--- src/rtl/pcu_defines.vh ---
// Constants for the privilege check unit
`ifndef PCU_DEFINES_VH
`define PCU_DEFINES_VH
// Register indices
`define PCU_REG_CTRL0     8'h00
`define PCU_REG_FLAGS     8'h01
`define PCU_REG_STATUS    8'h02
`define PCU_REG_TSSCFG    8'h03
`define PCU_REG_STK_SP0   8'h04
`define PCU_REG_STK_SS0   8'h08
`define PCU_REG_SAVED_SP  8'h0C
`define PCU_REG_BITMAP0   8'h20
// Field positions
`define PCU_PROT_EN_BIT   0
`define PCU_PAGE_EN_BIT   31
`define PCU_IF_BIT        9
`define PCU_IO_PRIV_LEVEL_LSB      12
`define PCU_NT_BIT        14
`define PCU_VM_BIT        17
`define PCU_TSS32_BIT     0
// Reset values
`define PCU_CTRL0_RST     32'h0000_0000
`define PCU_FLAGS_RST     32'h0000_0002
`define PCU_PRIV_MAX      2'h3
// Operation codes
`define PCU_OP_MEM        4'h0
`define PCU_OP_IO         4'h1
`define PCU_OP_IFSENS     4'h2
`define PCU_OP_FLAGSPP    4'h3
`define PCU_OP_PRIV       4'h4
`define PCU_OP_JMP        4'h5
`define PCU_OP_CALL       4'h6
`define PCU_OP_RET        4'h7
`define PCU_OP_IRET       4'h8
`define PCU_OP_INTN       4'h9
`define PCU_OP_INTX       4'hA
`define PCU_OP_EXC        4'hB
`define PCU_OP_ADDR       4'hC
// Descriptor types
`define PCU_DT_CODE       3'h0
`define PCU_DT_DATA       3'h1
`define PCU_DT_CGATE      3'h2
`define PCU_DT_TGATE      3'h3
`define PCU_DT_IGATE      3'h4
`define PCU_DT_TSS        3'h5
`define PCU_DT_TASKGATE   3'h6
// Descriptor tables
`define PCU_TB_GLOBAL     2'h0
`define PCU_TB_LOCAL      2'h1
`define PCU_TB_INTR       2'h2
`endif

--- src/rtl/pcu_privilege_check.v ---
// Privilege check unit: levels, I/O privilege, transfers, modes
//
// Operation
// - Levels 0..3, 0 most privileged; real mode runs at level 0.
// - cur_priv kept in hidden code segment state, equals code segment desc_priv.
// - eff_priv is the numerically larger of req_priv and cur_priv.
// - Memory access allowed only if eff_priv <= desc_priv, else fault.
// - Protected mode: CLI, STI, I/O instructions and IF changes are I/O-privilege sensitive.
// - io_priv_level lives in flags_register bits 13:12; only level 0 sets it.
// - Sensitive operations run unchecked when cur_priv <= io_priv_level.
// - cur_priv above io_priv_level with 16-bit task segment: always fault.
// - With 32-bit task segment consult port bitmap for I/O; others fault.
// - cur_priv changes only through gates or task switches; the code also loads it from chk_target_priv on RET and IRET returns.
// - Wrong descriptor type for a transfer raises a fault.
// - Code segments same/outward, call gate inward, INTERRUPT_DESCRIPTOR_TABLE gates for interrupts.
// - Task switch via task segment in GLOBAL_DESCRIPTOR_TABLE, or task gate; INTERRUPT_DESCRIPTOR_TABLE for interrupts.
// - Inward transfer loads stack for target level, saves old; return restores.
// - Gate usable only if eff_priv <= gate desc_priv, which exceptions skip; target never less privileged.
// - Real mode after reset; protected mode when protect_enable_bit set.
// - virtual_8086_mode tasks run at level 3; software sets limits.
// - virtual_8086_mode address is segment times 16 plus offset.
// - Paging allowed in virtual_8086_mode to relocate its space.
// - All protected checks apply in virtual_8086_mode; privileged instructions fault.
// - virtual_8086_mode: CLI, INT n, IRET, POPF, PUSHF, STI sensitive.
//
// Implementation choices: the register addresses and strobed register access.
`timescale 1ns/1ps
`include "pcu_defines.vh"

module pcu_privilege_check (
  input  wire        clk,
  input  wire        rst,
  input  wire        ce,
  input  wire [7:0]  reg_addr,
  input  wire [31:0] reg_wdata,
  input  wire        reg_wr,
  input  wire        reg_rd,
  output reg  [31:0] reg_rdata,
  input  wire        chk_valid,
  input  wire [3:0]  chk_op,
  input  wire [1:0]  chk_req_priv,
  input  wire [1:0]  chk_desc_priv,
  input  wire [2:0]  chk_desc_type,
  input  wire [1:0]  chk_table,
  input  wire [1:0]  chk_target_priv,
  input  wire [9:0]  chk_port,
  input  wire [15:0] chk_seg,
  input  wire [15:0] chk_offset,
  input  wire [31:0] chk_old_sp,
  input  wire [15:0] chk_old_ss,
  output reg         res_valid,
  output reg         res_allow,
  output reg         res_gp_fault,
  output reg         res_task_switch,
  output reg         res_stack_load,
  output reg         res_stack_push,
  output reg  [31:0] res_sp,
  output reg  [15:0] res_ss,
  output reg  [20:0] res_lin_addr,
  output reg  [1:0]  res_cur_priv,
  output reg         res_prot_mode,
  output reg         res_v86_mode,
  output reg         res_page_en
);

  // Architectural state
  reg [31:0] ctrl0_r;
  reg [31:0] flags_r;
  reg        tss32_r;
  reg [1:0]  cur_priv_r;
  reg [31:0] stk_sp_r [0:2];
  reg [15:0] stk_ss_r [0:2];
  reg [31:0] saved_sp_r;
  reg [15:0] saved_ss_r;
  reg [31:0] bitmap_r [0:31];

  // Larger of two levels
  function [1:0] pcu_max;
    input [1:0] a;
    input [1:0] b;
    begin
      pcu_max = (a > b) ? a : b;
    end
  endfunction

  // Descriptor table is global or local
  function pcu_gl_table;
    input [1:0] t;
    begin
      pcu_gl_table = (t == `PCU_TB_GLOBAL) || (t == `PCU_TB_LOCAL);
    end
  endfunction

  wire       prot_mode = ctrl0_r[`PCU_PROT_EN_BIT];
  wire       v86_mode  = prot_mode & flags_r[`PCU_VM_BIT];
  wire [1:0] io_priv_level      = flags_r[`PCU_IO_PRIV_LEVEL_LSB+1:`PCU_IO_PRIV_LEVEL_LSB];
  wire       nt_flag   = flags_r[`PCU_NT_BIT];
  // Level the checks run at: 0 in real mode, 3 in V86
  wire [1:0] run_priv  = !prot_mode ? 2'h0 :
                         v86_mode ? `PCU_PRIV_MAX :
                         cur_priv_r;
  wire [1:0] eff_priv  = pcu_max(chk_req_priv, run_priv);
  wire       io_ok     = run_priv <= io_priv_level;
  wire       port_free = ~bitmap_r[chk_port[9:5]][chk_port[4:0]];
  wire [1:0] tgt_idx   = (chk_target_priv == 2'h3) ? 2'h2 : chk_target_priv;

  // Check decision
  reg        allow_nxt;
  reg        tsw_nxt;
  reg        load_nxt;
  reg        ret_nxt;
  reg        set_priv_nxt;
  always @* begin
    allow_nxt    = 1'b0;
    tsw_nxt      = 1'b0;
    load_nxt     = 1'b0;
    ret_nxt      = 1'b0;
    set_priv_nxt = 1'b0;
    case (chk_op)
      `PCU_OP_MEM: begin
        allow_nxt = !prot_mode || (eff_priv <= chk_desc_priv);
      end
      `PCU_OP_IO: begin
        if (!prot_mode || io_ok) begin
          allow_nxt = 1'b1;
        end else if (tss32_r) begin
          allow_nxt = port_free;
        end else begin
          allow_nxt = 1'b0;
        end
      end
      `PCU_OP_IFSENS: begin
        allow_nxt = !prot_mode || io_ok;
      end
      `PCU_OP_FLAGSPP: begin
        allow_nxt = !v86_mode || io_ok;
      end
      `PCU_OP_PRIV: begin
        allow_nxt = (run_priv == 2'h0);
      end
      `PCU_OP_JMP, `PCU_OP_CALL: begin
        if (!prot_mode) begin
          allow_nxt = 1'b1;
        end else if (chk_desc_type == `PCU_DT_CODE) begin
          allow_nxt = pcu_gl_table(chk_table) &&
                      (chk_desc_priv == run_priv);
        end else if (chk_desc_type == `PCU_DT_CGATE &&
                     chk_op == `PCU_OP_CALL) begin
          allow_nxt = pcu_gl_table(chk_table) &&
                      (eff_priv <= chk_desc_priv) &&
                      (chk_target_priv <= run_priv);
          load_nxt  = chk_target_priv < run_priv;
          set_priv_nxt = 1'b1;
        end else if (chk_desc_type == `PCU_DT_TSS) begin
          allow_nxt = (chk_table == `PCU_TB_GLOBAL) &&
                      (eff_priv <= chk_desc_priv);
          tsw_nxt   = 1'b1;
          set_priv_nxt = 1'b1;
        end else if (chk_desc_type == `PCU_DT_TASKGATE) begin
          allow_nxt = pcu_gl_table(chk_table) &&
                      (eff_priv <= chk_desc_priv);
          tsw_nxt   = 1'b1;
          set_priv_nxt = 1'b1;
        end else begin
          allow_nxt = 1'b0;
        end
      end
      `PCU_OP_RET, `PCU_OP_IRET: begin
        if (!prot_mode) begin
          allow_nxt = !(chk_op == `PCU_OP_IRET && v86_mode);
        end else if (chk_op == `PCU_OP_IRET && v86_mode && !io_ok) begin
          allow_nxt = 1'b0;
        end else if (chk_op == `PCU_OP_IRET && nt_flag) begin
          allow_nxt = (chk_desc_type == `PCU_DT_TASKGATE) &&
                      (chk_table == `PCU_TB_INTR);
          tsw_nxt   = 1'b1;
          set_priv_nxt = 1'b1;
        end else begin
          allow_nxt = (chk_desc_type == `PCU_DT_CODE) &&
                      pcu_gl_table(chk_table) &&
                      (chk_target_priv >= run_priv);
          ret_nxt   = chk_target_priv > run_priv;
          set_priv_nxt = 1'b1;
        end
      end
      `PCU_OP_INTN, `PCU_OP_INTX, `PCU_OP_EXC: begin
        if (!prot_mode) begin
          allow_nxt = 1'b1;
        end else if (chk_op == `PCU_OP_INTN && v86_mode && !io_ok) begin
          allow_nxt = 1'b0;
        end else if (chk_table != `PCU_TB_INTR) begin
          allow_nxt = 1'b0;
        end else if (chk_desc_type == `PCU_DT_TGATE ||
                     chk_desc_type == `PCU_DT_IGATE) begin
          allow_nxt = ((chk_op == `PCU_OP_EXC) ||
                       (eff_priv <= chk_desc_priv)) &&
                      (chk_target_priv <= run_priv);
          load_nxt  = chk_target_priv < run_priv;
          set_priv_nxt = 1'b1;
        end else if (chk_desc_type == `PCU_DT_TASKGATE) begin
          allow_nxt = (chk_op == `PCU_OP_EXC) ||
                      (eff_priv <= chk_desc_priv);
          tsw_nxt   = 1'b1;
          set_priv_nxt = 1'b1;
        end else begin
          allow_nxt = 1'b0;
        end
      end
      `PCU_OP_ADDR: begin
        allow_nxt = 1'b1;
      end
      default: begin
        allow_nxt = 1'b0;
      end
    endcase
  end

  // Register write decode
  wire wr_ctrl0  = ce & reg_wr & (reg_addr == `PCU_REG_CTRL0);
  wire wr_flags  = ce & reg_wr & (reg_addr == `PCU_REG_FLAGS);
  wire wr_tsscfg = ce & reg_wr & (reg_addr == `PCU_REG_TSSCFG);
  wire wr_bitmap = ce & reg_wr & (reg_addr[7:5] == 3'h1);
  wire take      = ce & chk_valid;
  wire commit    = take & allow_nxt;

  // Control, flags and privilege state
  always @(posedge clk or posedge rst) begin
    if (rst) begin
      ctrl0_r    <= `PCU_CTRL0_RST;
      flags_r    <= `PCU_FLAGS_RST;
      tss32_r    <= 1'b0;
      cur_priv_r <= 2'h0;
      saved_sp_r <= 32'h0000_0000;
      saved_ss_r <= 16'h0000;
    end else begin
      if (wr_ctrl0) begin
        ctrl0_r <= reg_wdata;
      end
      if (wr_flags) begin
        flags_r[31:14] <= reg_wdata[31:14];
        flags_r[11:0]  <= reg_wdata[11:0];
        if (run_priv == 2'h0) begin
          flags_r[13:12] <= reg_wdata[13:12];
        end
      end
      if (wr_tsscfg) begin
        tss32_r <= reg_wdata[`PCU_TSS32_BIT];
      end
      if (commit && set_priv_nxt && prot_mode && !v86_mode) begin
        cur_priv_r <= chk_target_priv;
      end
      if (commit && load_nxt) begin
        saved_sp_r <= chk_old_sp;
        saved_ss_r <= chk_old_ss;
      end
    end
  end

  // Stack pointers per inner level and port bitmap
  genvar gi;
  generate
    for (gi = 0; gi < 3; gi = gi + 1) begin : g_stk
      always @(posedge clk or posedge rst) begin
        if (rst) begin
          stk_sp_r[gi] <= 32'h0000_0000;
          stk_ss_r[gi] <= 16'h0000;
        end else if (ce && reg_wr) begin
          if (reg_addr == `PCU_REG_STK_SP0 + gi) begin
            stk_sp_r[gi] <= reg_wdata;
          end
          if (reg_addr == `PCU_REG_STK_SS0 + gi) begin
            stk_ss_r[gi] <= reg_wdata[15:0];
          end
        end
      end
    end
    for (gi = 0; gi < 32; gi = gi + 1) begin : g_map
      always @(posedge clk or posedge rst) begin
        if (rst) begin
          bitmap_r[gi] <= 32'hFFFF_FFFF;
        end else if (wr_bitmap && reg_addr[4:0] == gi) begin
          bitmap_r[gi] <= reg_wdata;
        end
      end
    end
  endgenerate

  // Register read data, one cycle after the strobe
  reg [31:0] rd_nxt;
  always @* begin
    rd_nxt = 32'h0000_0000;
    case (reg_addr)
      `PCU_REG_CTRL0:    rd_nxt = ctrl0_r;
      `PCU_REG_FLAGS:    rd_nxt = flags_r;
      `PCU_REG_STATUS:   rd_nxt = {28'h000_0000, v86_mode, prot_mode, run_priv};
      `PCU_REG_TSSCFG:   rd_nxt = {31'h0000_0000, tss32_r};
      `PCU_REG_SAVED_SP: rd_nxt = saved_sp_r;
      default: begin
        if (reg_addr[7:5] == 3'h1) begin
          rd_nxt = bitmap_r[reg_addr[4:0]];
        end else if (reg_addr >= `PCU_REG_STK_SP0 &&
                     reg_addr < `PCU_REG_STK_SP0 + 8'h03) begin
          rd_nxt = stk_sp_r[reg_addr[1:0]];
        end else if (reg_addr >= `PCU_REG_STK_SS0 &&
                     reg_addr < `PCU_REG_STK_SS0 + 8'h03) begin
          rd_nxt = {16'h0000, stk_ss_r[reg_addr[1:0]]};
        end
      end
    endcase
  end

  always @(posedge clk or posedge rst) begin
    if (rst) begin
      reg_rdata <= 32'h0000_0000;
    end else if (ce) begin
      reg_rdata <= reg_rd ? rd_nxt : 32'h0000_0000;
    end
  end

  // Check results, one cycle after the request
  always @(posedge clk or posedge rst) begin
    if (rst) begin
      res_valid       <= 1'b0;
      res_allow       <= 1'b0;
      res_gp_fault    <= 1'b0;
      res_task_switch <= 1'b0;
      res_stack_load  <= 1'b0;
      res_stack_push  <= 1'b0;
      res_sp          <= 32'h0000_0000;
      res_ss          <= 16'h0000;
      res_lin_addr    <= 21'h00_0000;
      res_cur_priv    <= 2'h0;
      res_prot_mode   <= 1'b0;
      res_v86_mode    <= 1'b0;
      res_page_en     <= 1'b0;
    end else if (ce) begin
      res_valid       <= chk_valid;
      res_allow       <= take & allow_nxt;
      res_gp_fault    <= take & ~allow_nxt;
      res_task_switch <= commit & tsw_nxt;
      res_stack_load  <= commit & (load_nxt | ret_nxt);
      res_stack_push  <= commit & load_nxt;
      if (commit && load_nxt) begin
        res_sp <= stk_sp_r[tgt_idx];
        res_ss <= stk_ss_r[tgt_idx];
      end else if (commit && ret_nxt) begin
        res_sp <= saved_sp_r;
        res_ss <= saved_ss_r;
      end
      res_lin_addr    <= {1'b0, chk_seg, 4'h0} + {5'h00, chk_offset};
      res_cur_priv    <= run_priv;
      res_prot_mode   <= prot_mode;
      res_v86_mode    <= v86_mode;
      res_page_en     <= ctrl0_r[`PCU_PAGE_EN_BIT];
    end
  end

endmodule // pcu_privilege_check

--- config.mk ---
export PLATFORM = sky130hd
export DESIGN_NAME = pcu_privilege_check
export DESIGN_NICKNAME = d
export VERILOG_FILES = /design/src/rtl/pcu_privilege_check.v
export VERILOG_INCLUDE_DIRS = /design/src /design/src/rtl
export SDC_FILE = /design/constraint.sdc
export NUM_CORES = 2
export LEC_CHECK = 0
export CAP_MARGIN = 40
export CORE_MARGIN = 5
export CORE_UTILIZATION = 35
export CTS_CLUSTER_DIAMETER = 200
export CTS_CLUSTER_SIZE = 10
export DETAILED_ROUTE_END_ITERATION = 10
export DONT_BUFFER_PORTS = 1
export GPL_TIMING_DRIVEN = 0
export SYNTH_ARGS = -nofsm -noshare
export SYNTH_HDL_FRONTEND = slang
export SYNTH_SLANG_ARGS = --single-unit
--- constraint.sdc ---
create_clock -name clk -period 71.6 [get_ports clk]
set_clock_uncertainty 0.15 [all_clocks]
set_input_delay 3.58 -clock clk [delete_from_list [all_inputs] [get_ports clk]]
set_output_delay 3.58 -clock clk [all_outputs]
set_load 0.05 [all_outputs]
**Word-level counts from Yosys, hierarchy flattened**

Cells that the tools add are included.

- Register bits after elaboration: 1395
- Input bits: 151
- Output and inout bits: 112
- Logic and storage cells: 325

- Add/sub/neg operators: 1
- Magnitude comparators: 16
- Equal/unequal tests: 64
- Mux-type cells: 84
- Bitwise operators: 19
- Reductions and logical operators: 82

Operators by type and width:

| cell | count |
|---|---|
| $mux 32 | 13 |
| $bmux 32 s5 | 2 |
| $pmux 32 s5 | 1 |
| $bmux 32 s2 | 2 |
| $mux 16 | 7 |
| $eq 5x5->1 const B | 16 |
| $bmux 16 s2 | 2 |
| $logic_and 1x1->1 | 54 |
| $mux 1 | 48 |
| $eq 5x4->1 const B | 8 |
| $eq 8x4->1 const B | 4 |
| $eq 8x3->1 const B | 3 |
| $add 20x16->21 | 1 |
| $eq 4x4->1 const B | 5 |
| $eq 5x3->1 const B | 4 |
| $eq 4x3->1 const B | 4 |
| $eq 8x2->1 const B | 2 |
| $reduce_and 2->1 | 8 |
| $and 1x1->1 | 12 |
| $ge 6x6->1 const B | 2 |
| $not 5->6 | 2 |
| $eq 5x2->1 const B | 2 |
| $eq 3x3->1 const B | 3 |
| $pmux 1 s9 | 1 |
| 37 further kinds | 60 |

**Depth between registers and ports, before layout**

- Word-level depth: 17
- Mapped depth: 21
- Gate-level depth less buffers: 17

**Least setup slack after synthesis**

Ideal clock, no wire load.

- Kind: input to register
- Start point: input chk_target_priv[0]
- End point: register saved_sp_r[23]
- Setup time: 127 ps
- Arrival: 6994 ps
- Data required time: 71323 ps
- Slack: 64328 ps
- Stages: 16
- Buffers on the path: 4
- Cell sequence: clkbuf_1 buf_1 inv_1 ha_1 nand2b_1 a21oi_1 or4_1 a21oi_1 or4_1 a2111oi_0 a41o_1 and2b_2 nand4b_1 buf_4 buf_6 mux2_1

- Cells in the longest elaborated chain, start to end: 9
- Elaborated cells on any way between the ends: 27
- Classes of those cells: 3 x order compare; 19 x mux; 1 x bitwise; 4 x reduce/logical

Ends and longest elaborated chain:

| item | line | RTL |
|---|---|---|
| start: declaration | pcu_privilege_check.v:45 | `input wire [1:0] chk_target_priv,` |
| $le 2x2->1 | pcu_privilege_check.v:151, pcu_privilege_check.v:197 |  |
| $logic_and 1x1->1 | pcu_privilege_check.v:195 | `` allow_nxt = ((chk_op == `PCU_OP_EXC) \|\| `` |
| $mux 1 | pcu_privilege_check.v:193 | `` end else if (chk_desc_type == `PCU_DT_TGATE \|\| `` |
| $mux 1 | pcu_privilege_check.v:191 | `` end else if (chk_table != `PCU_TB_INTR) begin `` |
| $mux 1 | pcu_privilege_check.v:189 | `` end else if (chk_op == `PCU_OP_INTN && v86_mode && !io_ok) begin `` |
| $mux 1 | pcu_privilege_check.v:187 | `if (!prot_mode) begin` |
| $pmux 1 s9 | pcu_privilege_check.v:119 | `case (chk_op)` |
| $and 1x1->1 | pcu_privilege_check.v:224 | `wire commit = take & allow_nxt;` |
| $logic_and 1x1->1 (*) | pcu_privilege_check.v:252 | `if (commit && load_nxt) begin` |
| end signal: assignment | pcu_privilege_check.v:253 | `saved_sp_r <= chk_old_sp;` |
| end: declaration | pcu_privilege_check.v:73 | `reg [31:0] saved_sp_r;` |

Mark *: on every way between the ends. The rest lies on a longest branch, timed or not.
A chain may end at the register's enable or synchronous reset.

**Final worst setup path**

- Start point: input chk_port[5]
- End point: register saved_sp_r[25]

- Cells in the longest elaborated chain, start to end: 12

Ends and longest elaborated chain:

| item | line | RTL |
|---|---|---|
| start: declaration | pcu_privilege_check.v:46 | `input wire [9:0] chk_port,` |
| $not 5->6 (implied by the code) | pcu_privilege_check.v:104 | `wire port_free = ~bitmap_r[chk_port[9:5]][chk_port[4:0]];` |
| $bmux 32 s5 | pcu_privilege_check.v:104 |  |
| $mux 32 (implied by the code) (2 in series) | pcu_privilege_check.v:104 |  |
| $bmux 1 s5 | pcu_privilege_check.v:104 |  |
| $mux 1 (implied by the code) | pcu_privilege_check.v:104 |  |
| $not 1->1 | pcu_privilege_check.v:104 |  |
| $mux 1 | pcu_privilege_check.v:126 | `end else if (tss32_r) begin` |
| $mux 1 | pcu_privilege_check.v:124 | `if (!prot_mode \|\| io_ok) begin` |
| $pmux 1 s9 | pcu_privilege_check.v:119 |  |
| $and 1x1->1 | pcu_privilege_check.v:224 |  |
| $logic_and 1x1->1 | pcu_privilege_check.v:252 |  |

Every way passes these cells. The select of a mux whose other input is x is not followed.

==> flow_results.org <==
** Outcome
- Outcome :: finished, final reports clean

** Clock tree
- Total number of clock tree sinks :: roughly 1400
- Deepest clock path buffer count :: 3
- TritonCTS built the clock tree.
- The number of hold buffers added after CTS was 0.
- The clock tree synthesis step divided the H-tree into 4 levels.
- Root Buffer Master :: sky130_fd_sc_hd__clkbuf_16
- In this run, CTS created clock tree buffers numbering approximately 160.
- In this run, post-CTS repair resized a total of 0 instances.
- Post CTS Setup Buffer Count :: 0
- Clock-pin slew was measured on the worst setup and hold paths at ~60 ps.
- Worst skew pair latency :: 840 ps

** Timing
- Setup repair after global routing left no endpoint under its margin.
- Total Negative Setup Slacks :: 0 ps
- Slew at the pin closest to its max-slew limit :: a little over 1000 ps
- Setup violations remaining at the end of the flow were counted as 0.
- The worst pin sits at a relative slew slack of 0.318.
- Number of hold violations in the final report :: 0
- Post-route fraction of the period consumed by the critical path :: 0.127
- Based on the critical path, the design can be clocked at up to 0.110 GHz.
- Number of pins exceeding their max-slew limit in the final report :: 0
- The smallest clock period supported by the final layout is computed as 9100 ps.

** GRT
- Entering global routing, the biggest net connects about 130 pins.
- Overall global routing resource usage :: 0.271
- The via count of the first global-routing pass was between 50000 and 60000.
- The number of antenna violations at the first check in global routing was 41.
- The first global-routing pass estimated about 420000 um of wire.
- After global routing the overflow that remains totals 0.

** Detailed routing
- The final route contains 51200 vias.
- First-pass DRT Iterations :: 6
- In the routed design, unresolved DRC markers number 0.
- Vias per cell :: 6.23
- Iteration-0 DRC Markers :: around 6000
- Aggregate routed wire length :: 303000 um
- Routed wire length per instance :: 36.9 um
- Number of nets still failing antenna checks after routing :: 0

** Floorplan
- Width of the die :: 469 um
- For this configuration, the core starts out at a cell density of 0.352.
- Number of placement rows :: 168
- 263 I/O pins were placed.
- Die extent in y :: 469 um
- Core outline area :: about 210000 um^2
- Die Footprint :: about 220000 um^2

** Worst hold path
- In this run the most critical hold path is launched from saved_ss_r[7]$_DFFE_PP0N_.
- In this run the worst hold path is classified as register to register.

** Setup path
- The worst setup path is launched from an input port.
- STA classifies the critical path endpoint as a register.
- Arrival time of data at the critical path endpoint :: 9640 ps
- The critical path is of the input port to register type.
- The worst register-to-register path begins at flags_r[17]$_DFFE_PP0P_.
- CP startpoint :: chk_port[5]
- Critical path data required time :: between 70000 and 80000 ps
- Of all nets on the critical path, the largest fanout is 12.

** Pwr
- Areal power density over the cells :: ~21 nW/um^2
- Tot Pwr :: 1.77 mW
- Worst vdd ir :: 0.0198 mV
- Leakage power total :: 34.7 nW

** Synthesis
- Synthesis produced a netlist whose cell count is 4942.
- The cell area that synthesis handed to floorplanning was between 70000 and 80000 um^2.
- In this run, synthesis inferred 0 flip-flops with an integrated enable.
- A synthesized cell averages 14.9 um^2.
- Largest area contributor in the synthesized netlist :: sky130_fd_sc_hd__dfstp_2
- Share of synthesized flip-flops with an asynchronous set or reset :: 1.00
- Top cells by area, synth :: sky130_fd_sc_hd__dfstp_2, sky130_fd_sc_hd__mux2_2, sky130_fd_sc_hd__mux4_2
- Warning count from the yosys run :: 0
- For this run, the leading register cell type out of synthesis is sky130_fd_sc_hd__dfstp_2.
- Area share of the leading cell type in the synthesized netlist :: 0.365
- Distinct cell type count after synthesis :: 66
- Flip-flop and latch count after synthesis :: 1395
- For this run, the register share of the synthesized area comes to 0.490.
- Post-synthesis net count :: between 5000 and 6000

** Layout
- The library cell used most frequently in the layout, excluding fill and tap cells, is sky130_fd_sc_hd__mux2_2.
- Util after Layout :: 0.404
- Share of final-layout standard cells stronger than drive strength 1 :: 0.628
- Net count, final :: 5497
- Most used cells in the layout excluding fill and tap cells :: sky130_fd_sc_hd__mux2_2, sky130_fd_sc_hd__dfstp_2, sky130_fd_sc_hd__mux4_2
- Compared with the post-synthesis result, the final layout area differs by 14.9%.

** Placed design
- Half-perimeter wire length after detailed placement :: 232000 um
- During placement, the flow inserted port buffers numbering 0.
- Routability congestion estimate :: 0.965

** Flow run
- Across the run, the number of max-cap violations was 0.
critical path, cell delays in order:
cell and delay, ps:
sky130_fd_sc_hd__buf_6 220, sky130_fd_sc_hd__buf_6 270, sky130_fd_sc_hd__buf_4 490, sky130_fd_sc_hd__buf_4 460, sky130_fd_sc_hd__buf_2 680, sky130_fd_sc_hd__buf_2 730, sky130_fd_sc_hd__mux2i_1 440, sky130_fd_sc_hd__nor3_1 110
sky130_fd_sc_hd__a31oi_1 330, sky130_fd_sc_hd__nand4_1 140, sky130_fd_sc_hd__nand3_1 280, sky130_fd_sc_hd__nand2_1 320, sky130_fd_sc_hd__a41o_1 330, sky130_fd_sc_hd__and2b_2 310, sky130_fd_sc_hd__nand4b_1 110, sky130_fd_sc_hd__buf_4 220
sky130_fd_sc_hd__buf_6 190, sky130_fd_sc_hd__mux2_1 320
final cells by class:
type | instances | area (um^2)
inverter | 33 | 131
multi-input combinational | 3014 | 35400
clock inverter | 12 | 174
timing repair buffer | 223 | 2990
tap | 2805 | 3510
buffer | 500 | 2110
clock buffer | 194 | 4150
sequential | 1395 | 36200
fill | 19400 | 125000
antenna | 31 | 77.6
flip-flops by register name (all words and copies together) (netlist names):
register,flops
bitmap_r,1024
stk_sp_r,96
stk_ss_r,48
ctrl0_r,32
flags_r,32
reg_rdata,32
res_sp,32
saved_sp_r,32
res_lin_addr,21
res_ss,16
saved_ss_r,16
cur_priv_r,2
res_cur_priv,2
res_allow,1
res_gp_fault,1
res_page_en,1
res_prot_mode,1
res_stack_load,1
res_stack_push,1
res_task_switch,1
res_v86_mode,1
res_valid,1
tss32_r,1
cell families (layout without fill, tap and decap cells):
logic type,after synthesis,after routing,synth area share
xor+xnor,13,13,0.00154
mux,2127,2127,0.408
fa+ha+maj,22,22,0.00383
buf+inv,533,962,0.0300
compound gates,468,468,0.0424
simple gates,384,384,0.0236
other cells,0,31,0
flops,1395,1395,0.490
cells in the mapped netlist, types with 5 or more instances:
library cell	instances
sky130_fd_sc_hd__a21oi_1	145
sky130_fd_sc_hd__nor3_1	26
sky130_fd_sc_hd__ha_1	21
sky130_fd_sc_hd__a22oi_1	78
sky130_fd_sc_hd__dfstp_2	1025
sky130_fd_sc_hd__mux2i_1	218
sky130_fd_sc_hd__mux2_1	48
sky130_fd_sc_hd__inv_1	31
sky130_fd_sc_hd__a2111oi_0	5
sky130_fd_sc_hd__nand2b_1	11
sky130_fd_sc_hd__o2bb2ai_1	34
sky130_fd_sc_hd__buf_2	38
sky130_fd_sc_hd__buf_4	10
sky130_fd_sc_hd__mux4_2	572
sky130_fd_sc_hd__and2_1	6
sky130_fd_sc_hd__clkbuf_1	301
sky130_fd_sc_hd__nand4_1	7
sky130_fd_sc_hd__buf_6	17
sky130_fd_sc_hd__o211ai_1	11
sky130_fd_sc_hd__a31oi_1	6
sky130_fd_sc_hd__mux2_2	1289
sky130_fd_sc_hd__buf_1	134
sky130_fd_sc_hd__a222oi_1	31
sky130_fd_sc_hd__nor2_1	114
sky130_fd_sc_hd__a22o_1	17
sky130_fd_sc_hd__xnor2_1	7
sky130_fd_sc_hd__nand2_1	129
sky130_fd_sc_hd__a221oi_1	16
sky130_fd_sc_hd__nor4_1	7
sky130_fd_sc_hd__nand3_1	35
sky130_fd_sc_hd__nor2b_1	24
sky130_fd_sc_hd__or3_1	6
sky130_fd_sc_hd__xor2_1	6
sky130_fd_sc_hd__o22ai_1	10
sky130_fd_sc_hd__o21ai_0	82
sky130_fd_sc_hd__dfrtp_1	370
sky130_fd_sc_hd__and3_1	5
stage by stage:
step / cell area [um^2] / setup slack, ps / instances / hold slack, ps
final: 84800 / 62500 / 8207 / 344
after global routing: 84700 / 62660 / 8189 / 358
after CTS: 84600 / 62860 / 8172 / 347
after detailed placement: 80300 / 61980 / 7966 / 332
after global placement: 77300 / 14240 / 7747 / 325
after floorplan: 73800 / 30230 / 4942 / 314
worst paths after layout:
check,depth (start not counted),slack [ps],to
setup / recovery,18,62500,saved_sp_r[25]$_DFFE_PP0N_
hold / removal,1,340,saved_ss_r[7]$_DFFE_PP0N_
setup reg to reg,21,65760,res_ss[4]$_DFFE_PP0P_
hold reg to reg,1,340,saved_ss_r[7]$_DFFE_PP0N_
max in group asynchronous,6,66180,res_ss[9]$_DFFE_PP0P_
min in group asynchronous,2,2640,reg_rdata[23]$_DFFE_PP0P_
layer usage:
metal / part of all wire / track usage / wire length (um)
met1: 0.36 / 0.328 / 110000
met2: 0.45 / 0.413 / 135000
met3: 0.12 / 0.103 / 36800
met4: 0.069 / 0.157 / 20900
met5: 0.00036 / 0 / 109
power by group:
| part | leakage [nW] | switching (mW) | internal [mW] | total, mW |
|---|---|---|---|---|
| Combinational | 16.9 | 0.115 | 0.0646 | 0.180 |
| Clock | 2.10 | 0.336 | 0.404 | 0.739 |
| Sequential | 15.7 | 0.0246 | 0.824 | 0.848 |
| Total | 34.7 | 0.475 | 1.29 | 1.77 |
(Power assumes the default switching activity.)
